$ cat src/rtl/apd_map.svh
`ifndef APD_MAP_SVH
`define APD_MAP_SVH

// ============================================================
// field positions inside an instruction word
`define APD_ADDR_MODE_BIT   7
`define APD_ADDR_MSB        6
`define APD_SHIFT4_MSB      11
`define APD_SHIFT4_LSB      8
`define APD_SHIFT3_MSB      10
`define APD_PTR_SEL_MSB     10
`define APD_PTR_SEL_LSB     8
`define APD_IMM8_MSB        7

// ============================================================
// condition word layout: pin/flag code above two 4-bit fields
`define APD_COND_MASK_MSB   3
`define APD_COND_STATE_MSB  7
`define APD_COND_STATE_LSB  4
`define APD_COND_TP_MSB     9
`define APD_COND_TP_LSB     8

// ============================================================
// word and cycle counts
`define APD_ONE_WORD        2'h1
`define APD_TWO_WORDS       2'h2
`define APD_ONE_CYCLE       3'h1
`define APD_TWO_CYCLES      3'h2
`define APD_PERIPH_EXTRA    3'h1

// ============================================================
// shift figures and the peripheral window in data memory
`define APD_SHIFT_SIXTEEN   5'h10
`define APD_PERIPH_LO       16'h0020
`define APD_PERIPH_HI       16'h004F

// ============================================================
// reset values
`define APD_RST_WORD        16'h0000

`endif

$ cat src/rtl/apd_pkg.sv
package apd_pkg;

  // decoded operation
  typedef enum logic [5:0] {
    OP_NONE, OP_LOAD_SH, OP_ADD_SH, OP_SUB_SH, OP_ADD_SHORT, OP_SUB_SHORT,
    OP_STORE_HI, OP_STORE_LO, OP_MAGNITUDE, OP_COMPLEMENT, OP_NEGATE,
    OP_SHL1, OP_SHR1, OP_ROL1, OP_ROR1, OP_B_ADD, OP_B_ADDC, OP_B_AND,
    OP_B_OR, OP_B_SUB, OP_B_SUBB, OP_B_XOR, OP_KEEP_MAX, OP_KEEP_MIN,
    OP_SWAP, OP_LOAD_FROM_B, OP_STORE_TO_B, OP_LOAD_DYN, OP_ADD_DYN,
    OP_SUB_DYN, OP_SHIFT16_COND, OP_SHIFT_LOW_DYN, OP_AND_LONG, OP_OR_LONG,
    OP_XOR_LONG, OP_ADD_LONG, OP_LOAD_LONG, OP_SUB_LONG, OP_LOAD_LOW_MAPPED,
    OP_STORE_LOW_MAPPED, OP_CLEAR_SUM_PROD, OP_CLEAR_LOAD_RND,
    OP_ADD_UNSIGNED, OP_SUB_UNSIGNED, OP_PTR_LOAD_DATA, OP_PTR_LOAD_SHORT,
    OP_PTR_LOAD_LONG, OP_PAGE_LOAD_IMM, OP_PAGE_LOAD_DATA, OP_PTR_ADD_SHORT,
    OP_PTR_SUB_SHORT
  } apd_op_e;

  // result of decoding one first word
  typedef struct packed {
    apd_op_e     op;        // operation
    logic [1:0]  words;     // instruction length
    logic [2:0]  cycles;    // base cycle count, internal memory
    logic [4:0]  shift;     // static shift amount
    logic        dyn_shift; // shift taken from shift_count_reg
    logic        mem_ref;   // touches data memory
    logic        mapped;    // page-zero mapped register access
    logic        not_mine;  // belongs to another decoder group
  } apd_dec_s;

  // decoder sequencing
  typedef enum logic [0:0] {S_IDLE, S_IMM} apd_state_e;

endpackage

$ cat src/rtl/apd_cond_if.sv
`timescale 1ns/1ps
// carries a condition word and the flags it is tested against
interface apd_cond_if;
  logic [9:0] cond_word;          // pin/flag code, state, mask
  logic [3:0] flags;              // zero, negative, overflow, carry
  logic       branch_input_pin;   // pin level
  logic       test_control_flag;  // test/control flag
  logic       cond_met;           // evaluated result
  modport dec  (output cond_word, flags, branch_input_pin,
                test_control_flag, input cond_met);
  modport eval (input cond_word, flags, branch_input_pin,
                test_control_flag, output cond_met);
endinterface

$ cat src/rtl/apd_decoder.sv
`timescale 1ns/1ps
`include "apd_map.svh"

module apd_decoder (
  input  wire logic            sys_clk,
  input  wire logic            arst_n,
  input  wire logic            instr_valid,        // word present
  input  wire logic [15:0]     instr_word,         // program word
  input  wire logic [4:0]      shift_count_reg,    // dynamic shift source
  input  wire logic [8:0]      page_pointer,       // direct page
  input  wire logic [15:0]     indirect_addr,      // current pointer value
  input  wire logic [9:0]      cond_word,          // tp, state, mask
  input  wire logic [3:0]      sum_flags,          // z, neg, ovf, carry
  input  wire logic            branch_input_pin,   // pin level
  input  wire logic            test_control_flag,  // test/control flag
  output logic                 dec_valid_q,        // decode result pulse
  output apd_pkg::apd_op_e     op_q,               // operation
  output logic [1:0]           words_q,            // instruction length
  output logic [2:0]           cycles_q,           // cycles incl. periph
  output logic [4:0]           shift_q,            // shift amount
  output logic                 dyn_shift_q,        // shift was dynamic
  output logic                 unsigned_q,         // data zero-extended
  output logic [15:0]          imm_q,              // short or long imm
  output logic                 addr_mode_q,        // indirect when high
  output logic [6:0]           addr_q,             // direct offset
  output logic [2:0]           ptr_sel_q,          // pointer register
  output logic                 periph_q,           // peripheral access
  output logic                 not_mine_q,         // other group's word
  output logic                 cond_met_q          // condition result
);
  import apd_pkg::*;

  // ============================================================
  // decode of one first word
  function automatic apd_dec_s decode(input logic [15:0] w);
    apd_dec_s d;
    d           = '0;
    d.op        = OP_NONE;
    d.words     = `APD_ONE_WORD;
    d.cycles    = `APD_ONE_CYCLE;
    d.shift     = {1'b0, w[`APD_SHIFT4_MSB:`APD_SHIFT4_LSB]};
    // the BF long-immediate forms keep their shift in the low nibble
    if (w[15:8] == 8'hBF) d.shift = {1'b0, w[3:0]};
    casez (w)
      16'h1???: begin d.op = OP_LOAD_SH; d.mem_ref = 1'b1; end
      16'h2???: begin d.op = OP_ADD_SH;  d.mem_ref = 1'b1; end
      16'h3???: begin d.op = OP_SUB_SH;  d.mem_ref = 1'b1; end
      16'hB8??: d.op = OP_ADD_SHORT;
      16'hBA??: d.op = OP_SUB_SHORT;
      16'b1001_1???_????_????: begin
        d.op      = OP_STORE_HI;
        d.mem_ref = 1'b1;
        d.shift   = {2'h0, w[`APD_SHIFT3_MSB:`APD_SHIFT4_LSB]};
      end
      16'b1001_0???_????_????: begin
        d.op      = OP_STORE_LO;
        d.mem_ref = 1'b1;
        d.shift   = {2'h0, w[`APD_SHIFT3_MSB:`APD_SHIFT4_LSB]};
      end
      16'hBE00: d.op = OP_MAGNITUDE;
      16'hBE01: d.op = OP_COMPLEMENT;
      16'hBE02: d.op = OP_NEGATE;
      16'hBE09: d.op = OP_SHL1;
      16'hBE0A: d.op = OP_SHR1;
      16'hBE0C: d.op = OP_ROL1;
      16'hBE0D: d.op = OP_ROR1;
      16'hBE10: d.op = OP_B_ADD;
      16'hBE11: d.op = OP_B_ADDC;
      16'hBE12: d.op = OP_B_AND;
      16'hBE13: d.op = OP_B_OR;
      16'hBE18: d.op = OP_B_SUB;
      16'hBE19: d.op = OP_B_SUBB;
      16'hBE1A: d.op = OP_B_XOR;
      16'hBE1B: d.op = OP_KEEP_MAX;
      16'hBE1C: d.op = OP_KEEP_MIN;
      16'hBE1D: d.op = OP_SWAP;
      16'hBE1F: d.op = OP_LOAD_FROM_B;
      16'hBE1E: d.op = OP_STORE_TO_B;
      16'h6B??: begin d.op = OP_LOAD_DYN; d.mem_ref = 1'b1; end
      16'h63??: begin d.op = OP_ADD_DYN;  d.mem_ref = 1'b1; end
      16'h67??: begin d.op = OP_SUB_DYN;  d.mem_ref = 1'b1; end
      16'hBE5A: d.op = OP_SHIFT16_COND;
      16'hBE5B: d.op = OP_SHIFT_LOW_DYN;
      16'hBFB?: d.op = OP_AND_LONG;
      16'hBFC?: d.op = OP_OR_LONG;
      16'hBFD?: d.op = OP_XOR_LONG;
      16'hBE81: d.op = OP_AND_LONG;
      16'hBE82: d.op = OP_OR_LONG;
      16'hBE83: d.op = OP_XOR_LONG;
      16'hBF9?: d.op = OP_ADD_LONG;
      16'hBF8?: d.op = OP_LOAD_LONG;
      16'hBFA?: d.op = OP_SUB_LONG;
      16'h08??: begin
        d.op = OP_LOAD_LOW_MAPPED; d.mem_ref = 1'b1; d.mapped = 1'b1;
      end
      16'h88??: begin
        d.op = OP_STORE_LOW_MAPPED; d.mem_ref = 1'b1; d.mapped = 1'b1;
      end
      16'hBE59: d.op = OP_CLEAR_SUM_PROD;
      16'h68??: begin d.op = OP_CLEAR_LOAD_RND; d.mem_ref = 1'b1; end
      16'h62??: begin d.op = OP_ADD_UNSIGNED; d.mem_ref = 1'b1; end
      16'h66??: begin d.op = OP_SUB_UNSIGNED; d.mem_ref = 1'b1; end
      16'b0000_0???_????_????: begin
        d.op = OP_PTR_LOAD_DATA; d.mem_ref = 1'b1;
      end
      16'b1011_0???_????_????: d.op = OP_PTR_LOAD_SHORT;
      16'b1011_1111_0000_1???: d.op = OP_PTR_LOAD_LONG;
      16'hBD??: begin d.op = OP_PAGE_LOAD_IMM; end
      16'h0D??: begin d.op = OP_PAGE_LOAD_DATA; d.mem_ref = 1'b1; end
      16'h78??: d.op = OP_PTR_ADD_SHORT;
      16'h7C??: d.op = OP_PTR_SUB_SHORT;
      default:  d.not_mine = 1'b1;
    endcase
    // the shift-of-sixteen logic forms carry no shift field
    if (w[15:4] == 12'hBE8)
      d.shift = `APD_SHIFT_SIXTEEN;
    // long-immediate forms: second word holds the immediate
    case (d.op)
      OP_AND_LONG, OP_OR_LONG, OP_XOR_LONG, OP_ADD_LONG, OP_LOAD_LONG,
      OP_SUB_LONG, OP_PTR_LOAD_LONG: begin
        d.words  = `APD_TWO_WORDS;
        d.cycles = `APD_TWO_CYCLES;
      end
      OP_PAGE_LOAD_IMM, OP_PAGE_LOAD_DATA:
        d.cycles = `APD_TWO_CYCLES;
      default: ;
    endcase
    return d;
  endfunction

  // ============================================================
  // state and captured first word
  apd_state_e state_q;    // sequencing state
  apd_dec_s   dec_w;      // decode of the incoming word
  apd_dec_s   held_q;     // decode held while waiting for immediate
  logic [15:0] first_q;   // first word held across the immediate
  logic [15:0] eff_addr_w;// effective data address of first word
  logic [15:0] held_addr_q;// address kept with a held first word
  logic       take_first_w; // first word accepted this cycle
  logic       take_imm_w;   // immediate word accepted this cycle
  logic       is_periph_w;  // operand in peripheral window

  assign dec_w        = decode(instr_word);
  assign take_first_w = instr_valid && (state_q == S_IDLE);
  assign take_imm_w   = instr_valid && (state_q == S_IMM);

  // ============================================================
  // effective address: direct-mode mapped forms stay on page zero
  always_comb begin
    if (instr_word[`APD_ADDR_MODE_BIT])
      eff_addr_w = indirect_addr;
    else if (dec_w.mapped)
      eff_addr_w = {9'h000, instr_word[`APD_ADDR_MSB:0]};
    else
      eff_addr_w = {page_pointer, instr_word[`APD_ADDR_MSB:0]};
  end

  // held first words never touch memory, so only the live word counts
  assign is_periph_w = dec_w.mem_ref &&
                       (eff_addr_w >= `APD_PERIPH_LO) &&
                       (eff_addr_w <= `APD_PERIPH_HI);

  // ============================================================
  // sequencing: a two-word form waits for its immediate
  always_ff @(posedge sys_clk or negedge arst_n) begin
    if (!arst_n) begin
      state_q <= S_IDLE;
    end else begin
      case (state_q)
        S_IDLE: begin
          if (take_first_w && dec_w.words == `APD_TWO_WORDS)
            state_q <= S_IMM;
        end
        S_IMM: begin
          if (take_imm_w)
            state_q <= S_IDLE;
        end
        default: state_q <= S_IDLE;
      endcase
    end
  end

  // ============================================================
  // hold the first word of a two-word form
  always_ff @(posedge sys_clk or negedge arst_n) begin
    if (!arst_n) begin
      held_q      <= '0;
      first_q     <= `APD_RST_WORD;
      held_addr_q <= `APD_RST_WORD;
    end else if (take_first_w) begin
      held_q      <= dec_w;
      first_q     <= instr_word;
      held_addr_q <= eff_addr_w;
    end
  end

  // ============================================================
  // result pulse: one cycle after the last word is taken
  always_ff @(posedge sys_clk or negedge arst_n) begin
    if (!arst_n)
      dec_valid_q <= 1'b0;
    else
      dec_valid_q <= (take_first_w && dec_w.words == `APD_ONE_WORD) ||
                     take_imm_w;
  end

  // ============================================================
  // decoded fields of a one-word form or of a completed two-word form
  always_ff @(posedge sys_clk or negedge arst_n) begin
    if (!arst_n) begin
      op_q        <= OP_NONE;
      words_q     <= `APD_ONE_WORD;
      cycles_q    <= `APD_ONE_CYCLE;
      shift_q     <= 5'h00;
      dyn_shift_q <= 1'b0;
      unsigned_q  <= 1'b0;
      imm_q       <= `APD_RST_WORD;
      addr_mode_q <= 1'b0;
      addr_q      <= 7'h00;
      ptr_sel_q   <= 3'h0;
      periph_q    <= 1'b0;
      not_mine_q  <= 1'b0;
    end else if (take_first_w && dec_w.words == `APD_ONE_WORD) begin
      op_q        <= dec_w.op;
      words_q     <= dec_w.words;
      // wait states for external memory are added elsewhere
      cycles_q    <= dec_w.cycles + (is_periph_w ? `APD_PERIPH_EXTRA
                                                 : 3'h0);
      dyn_shift_q <= 1'b0;
      shift_q     <= dec_w.shift;
      case (dec_w.op)
        OP_LOAD_DYN, OP_ADD_DYN, OP_SUB_DYN, OP_SHIFT_LOW_DYN: begin
          shift_q     <= {1'b0, shift_count_reg[3:0]};
          dyn_shift_q <= 1'b1;
        end
        OP_SHIFT16_COND: begin
          // shift only while bit 4 of the count register is clear
          shift_q     <= shift_count_reg[4] ? 5'h00
                                            : `APD_SHIFT_SIXTEEN;
          dyn_shift_q <= 1'b1;
        end
        default: ;
      endcase
      unsigned_q  <= (dec_w.op == OP_ADD_UNSIGNED) ||
                     (dec_w.op == OP_SUB_UNSIGNED);
      imm_q       <= {8'h00, instr_word[`APD_IMM8_MSB:0]};
      addr_mode_q <= instr_word[`APD_ADDR_MODE_BIT];
      addr_q      <= instr_word[`APD_ADDR_MSB:0];
      // three bits can only name pointers 0 to 7
      ptr_sel_q   <= instr_word[`APD_PTR_SEL_MSB:`APD_PTR_SEL_LSB];
      periph_q    <= is_periph_w;
      not_mine_q  <= dec_w.not_mine;
    end else if (take_imm_w) begin
      op_q        <= held_q.op;
      words_q     <= held_q.words;
      cycles_q    <= held_q.cycles;
      shift_q     <= held_q.shift;
      dyn_shift_q <= 1'b0;
      unsigned_q  <= 1'b0;
      imm_q       <= instr_word;
      addr_mode_q <= 1'b0;
      addr_q      <= held_addr_q[`APD_ADDR_MSB:0];
      ptr_sel_q   <= first_q[2:0];
      periph_q    <= 1'b0;
      not_mine_q  <= 1'b0;
    end
  end

  // ============================================================
  // condition evaluation for conditional instructions
  apd_cond_if cond_bus ();
  assign cond_bus.cond_word         = cond_word;
  assign cond_bus.flags             = sum_flags;
  assign cond_bus.branch_input_pin  = branch_input_pin;
  assign cond_bus.test_control_flag = test_control_flag;

  apd_cond_eval u_cond (
    .sys_clk (sys_clk),
    .arst_n  (arst_n),
    .cif     (cond_bus)
  );

  // registered so the result lines up with the decode pulse
  always_ff @(posedge sys_clk or negedge arst_n) begin
    if (!arst_n)
      cond_met_q <= 1'b0;
    else
      cond_met_q <= cond_bus.cond_met;
  end
endmodule // apd_decoder

$ cat src/rtl/apd_cond_eval.sv
`timescale 1ns/1ps
`include "apd_map.svh"

// ============================================================
// condition evaluator for conditional instructions
module apd_cond_eval (
  input  wire logic sys_clk,
  input  wire logic arst_n,
  apd_cond_if.eval  cif
);
  import apd_pkg::*;

  logic [3:0] mask_w;   // which conditions are tested
  logic [3:0] state_w;  // required state of each
  logic [3:0] hit_w;    // per-condition agreement
  logic [1:0] tp_w;     // pin or flag code
  logic       tp_ok_w;  // pin/flag part satisfied

  // ============================================================
  // mask and state fields
  always_comb begin
    mask_w  = cif.cond_word[`APD_COND_MASK_MSB:0];
    state_w = cif.cond_word[`APD_COND_STATE_MSB:`APD_COND_STATE_LSB];
    // flag order is zero, negative, overflow, carry from bit 3 down
    hit_w   = ~(cif.flags ^ state_w);
    tp_w    = cif.cond_word[`APD_COND_TP_MSB:`APD_COND_TP_LSB];
  end

  // ============================================================
  // pin/flag code: the code-to-test mapping here is a chosen one
  always_comb begin
    case (tp_w)
      2'h0:    tp_ok_w = ~cif.branch_input_pin;
      2'h1:    tp_ok_w = cif.test_control_flag;
      2'h2:    tp_ok_w = ~cif.test_control_flag;
      default: tp_ok_w = 1'b1;
    endcase
  end

  // an empty mask leaves only the pin/flag test in force
  assign cif.cond_met = tp_ok_w & ((mask_w == 4'h0) | (|(mask_w & hit_w)));
endmodule // apd_cond_eval

$ cat config.mk
export PLATFORM = sky130hd
export DESIGN_NAME = apd_decoder
export DESIGN_NICKNAME = d
export VERILOG_FILES = /design/src/rtl/apd_pkg.sv /design/src/rtl/apd_cond_if.sv /design/src/rtl/apd_decoder.sv /design/src/rtl/apd_cond_eval.sv
export VERILOG_INCLUDE_DIRS = /design/src /design/src/rtl
export SDC_FILE = /design/constraint.sdc
export NUM_CORES = 1
export LEC_CHECK = 0
export BUFFER_PORTS_ARGS = -buffer_cell sky130_fd_sc_hd__buf_2
export CORE_UTILIZATION = 50
export CTS_CLUSTER_SIZE = 30
export DETAILED_ROUTE_END_ITERATION = 6
export GPL_TIMING_DRIVEN = 0
export PLACE_DENSITY = 0.76
export SETUP_SLACK_MARGIN = 0.2
export SYNTH_ARGS = -nofsm -noshare
export SYNTH_HDL_FRONTEND = slang
export SYNTH_SLANG_ARGS = --single-unit
$ cat constraint.sdc
create_clock -name sys_clk -period 2.3 [get_ports sys_clk]
set_input_delay 0.46 -clock sys_clk [delete_from_list [all_inputs] [get_ports sys_clk]]
set_output_delay 0.46 -clock sys_clk [all_outputs]
set_load 0.01 [all_outputs]
==> impl_metrics.yaml <==
route:
  ant_nets: 0
  drtIter0Drc: 477
  remaining_drc_errors: 0
  first_pass_iters: 6
  wirelength_microns: 15300
  vias_per_cell: 6.36
  detail_route.wl_per_cell_microns: 20.3
  vias: 4786
layout:
  insertedDiodeCount: 0
  synthToLayoutAreaGrowth_pct: 41.3
  finalNetCount: 708
  utilization_pct: 74.3
  drive_gt1_share_pct: 40.6
synth:
  ys_top_cells_by_area: "dfrtp_1 (41%), nand2_1 (5.1%), o21ai_0 (4.7%), nand3_1 (2.7%), nor2_1 (2.3%)"
  synth_ff_type: "dfrtp_1"
  synth_warnings: 0
  synth_top_cell_area_share_pct: 41.5
  yosys.area.top_type: "dfrtp_1"
  synth.distinct_cells: 76
  syn_nets: 549
  synth_area_per_cell_sq_um: 9.10
  synth-seq-cells: 75
  yosysSeqAreaShare_pct: 42.6
  synth_cells: 484
  ys_async_sr_fraction_pct: 100
  synth_edf_count: 0
  netlist_area_sq_um: 4410
power:
  p_leak_uw: 0.00285
  ir_worst_vdd_uv: 401
  power.density_nw_per_um2: 599
sta:
  hold_viol_final: 0
  report.final.setup_viol: 53
  relSlewSlack_pct: 49.7
  rsz0062_at_grt: "yes"
  post-route-period-util_pct: 124
  period_needed_ns: 2.85
  setup_ws_ns: -0.554
  skew_ns: 0.0157
  fmax_mhz: 350
  worst-slew-pin-transition_ns: 0.755
  holdWs_ns: 0.402
  maxSlewViolCount: 0
global_routing:
  grt.overflow.total: 0
  first_global_vias: 4670
  grtUsageTotal_pct: 35.1
  grt_max_degree: 73
  antenna_found_initial: 0
  grt_pass1_wl_microns: 24000
setup_path:
  worstPathRequired_ns: 2.54
  r2r_setup_slack_ns: 0.31
  arrival_ns: 3.10
  crit_path_end_kind: "flop"
  crit_path_max_fanout: 6
  criticalPathCategory: "in -> reg"
  crit_path_start_kind: "input pin"
clock_network:
  clk-insertion-delay-late_ns: 0.36
  htree_levels: 3
  cts_max_path_buffers: 2
  cts_root_buf: "clkbuf_8"
  clk_pin_slew_ns: 0.08
  numClockSinks: 75
  cts_tree: "yes"
  numCtsBuffers: 9
placed_design:
  place_congestion: 0.908
  numPortBuffers: 112
  hpwl_microns: 10100
worst_hold_path:
  min_path_type: "in -> reg"
job:
  maxCapViolCount: 0
floorplanning:
  start_util_pct: 52.6
  die_y_microns: 95.9
  fp.dieW_microns: 95.9
  rows: 33
  coreArea_sq_um: 8380
  dieArea_sq_um: 9190
  io-pin-count: 114
run_status:
  outcome: "finished with violations"
  failed_checks: "negative setup slack"
==> flip-flops by register name, summed over array words and instances, names as in the netlist, 5 cells and up <==
register     count
addr_q           7
held_addr_q      7
held_q          15
imm_q           16
op_q             6
shift_q          5
==> through the flow <==
step | cells | cell area, sq um | TNS (ns) | setup slack (ns) | total power, uW
2_1_floorplan | 484 | 4520 | -23.88 | -0.602 | 1990
3_3_place_gp | 701 | 5210 | -74.35 | -1.48 | 2290
3_5_place_dp | 702 | 5240 | -66.19 | -1.35 | 2320
5_1_grt | 753 | 6220 | -27.34 | -0.621 | 3870
6_report | 753 | 6220 | -23.27 | -0.554 | 3730
4_1_cts | 746 | 6060 | -23.08 | -0.570 | 3680
==> cells in the mapped netlist (all sizes together) (4+ instances only) <==
master / number
nand3: 24
a222oi: 4
nand2: 61
buf: 17
xnor2: 8
or4: 4
nor3: 6
o211ai: 4
o2bb2ai: 4
a221o: 6
or3: 4
dfrtp: 73
a22o: 11
mux2i: 10
inv: 14
a21oi: 16
nand2b: 8
o21ai: 42
nor4: 9
nor2b: 6
mux2: 11
nor2: 27
a211oi: 5
nor3b: 5
xor2: 4
nand4b: 6
a22oi: 7
and3: 6
a31oi: 8
clkbuf: 21
and2: 5
==> power by group <==
part / internal [uW] / switching, uW / total (uW)
Sequential: 1460 / 87.9 / 1550
Combinational: 428 / 508 / 936
Clock: 725 / 514 / 1240
==> worst max-delay path: stages <==
cell       delay (ns)
buf_8            0.10
or4b_4           0.53
buf_6            0.14
or3_4            0.35
a2111oi_4        0.33
a21oi_2          0.09
o2111ai_4        0.12
nor4_4           0.10
o211ai_2         0.24
nand2_4          0.13
buf_8            0.16
a221o_1          0.35
==> logic make-up after synthesis <==
| group | synth area share (%) |
|---|---|
| and+or+nand+nor | 22.9 |
| AOI/OAI and AO/OA | 21.7 |
| DFF | 42.6 |
| buffers and inverters | 5.34 |
| muxes | 5.08 |
| xor gates and xnor gates | 2.38 |
==> placed cells by master (no fill, tap or decap), drive strengths merged, types with 5 or more instances in the layout <==
master and count:
inv 14, nor3b 5, and3 6, clkbuf 27
o21ai 42, buf 168, and2 5, a211oi 5
nand4b 6, xnor2 8, a22oi 7, a21oi 16
nor2b 6, nand2b 8, nor2 27, a221o 6
nor3 6, nand3 24, nor4 9, nand2 61
a31oi 8, a22o 11, dfrtp 73, mux2 11
mux2i 10
==> routing by layer <==
metal | vias up | track usage [%] | share of wire (%)
met3 | 48 | 7.11 | 9.1
met2 | 319 | 57.9 | 48
met4 | 0 | 14.7 | 2.9
li1 | 2110 | - | -
met1 | 2309 | 44.8 | 40
met5 | - | 0 | 0
==> area by class of cell <==
type	count	area (sq um)
buffer	38	254
clock buffer	10	128
clock inverter	6	113
fill	591	2160
inverter	14	65.1
multi-input combinational	357	2670
sequential	75	1880
tap	105	131
timing repair buffer	148	982
==> final timing paths <==
kind	endpoint	depth (start not counted)	start
worst max-delay path	op_q[3]	12	instr_word[6]
worst min-delay path	shift_q[2]	3	shift_count_reg[2]
worst max register to register	cycles_q[0]	5	state_q
worst min register to register	first_q[1]	2	first_q[1]
max in group asynchronous	words_q[0]	3	arst_n
min in group asynchronous	imm_q[13]	2	arst_n
==> timing repair <==
item / 4_1_cts / 5_1_grt
buffers inserted: 24 / 7
hold buffers: 1 / 0
pin swaps: 8 / 18
resized for setup: 80 / 41
cloned: 3 / 0
setup endpoints to repair: 59 / 56
endpoints found under the hold margin: 3 / 0
No activity file was read; power rests on OpenSTA's default activity.
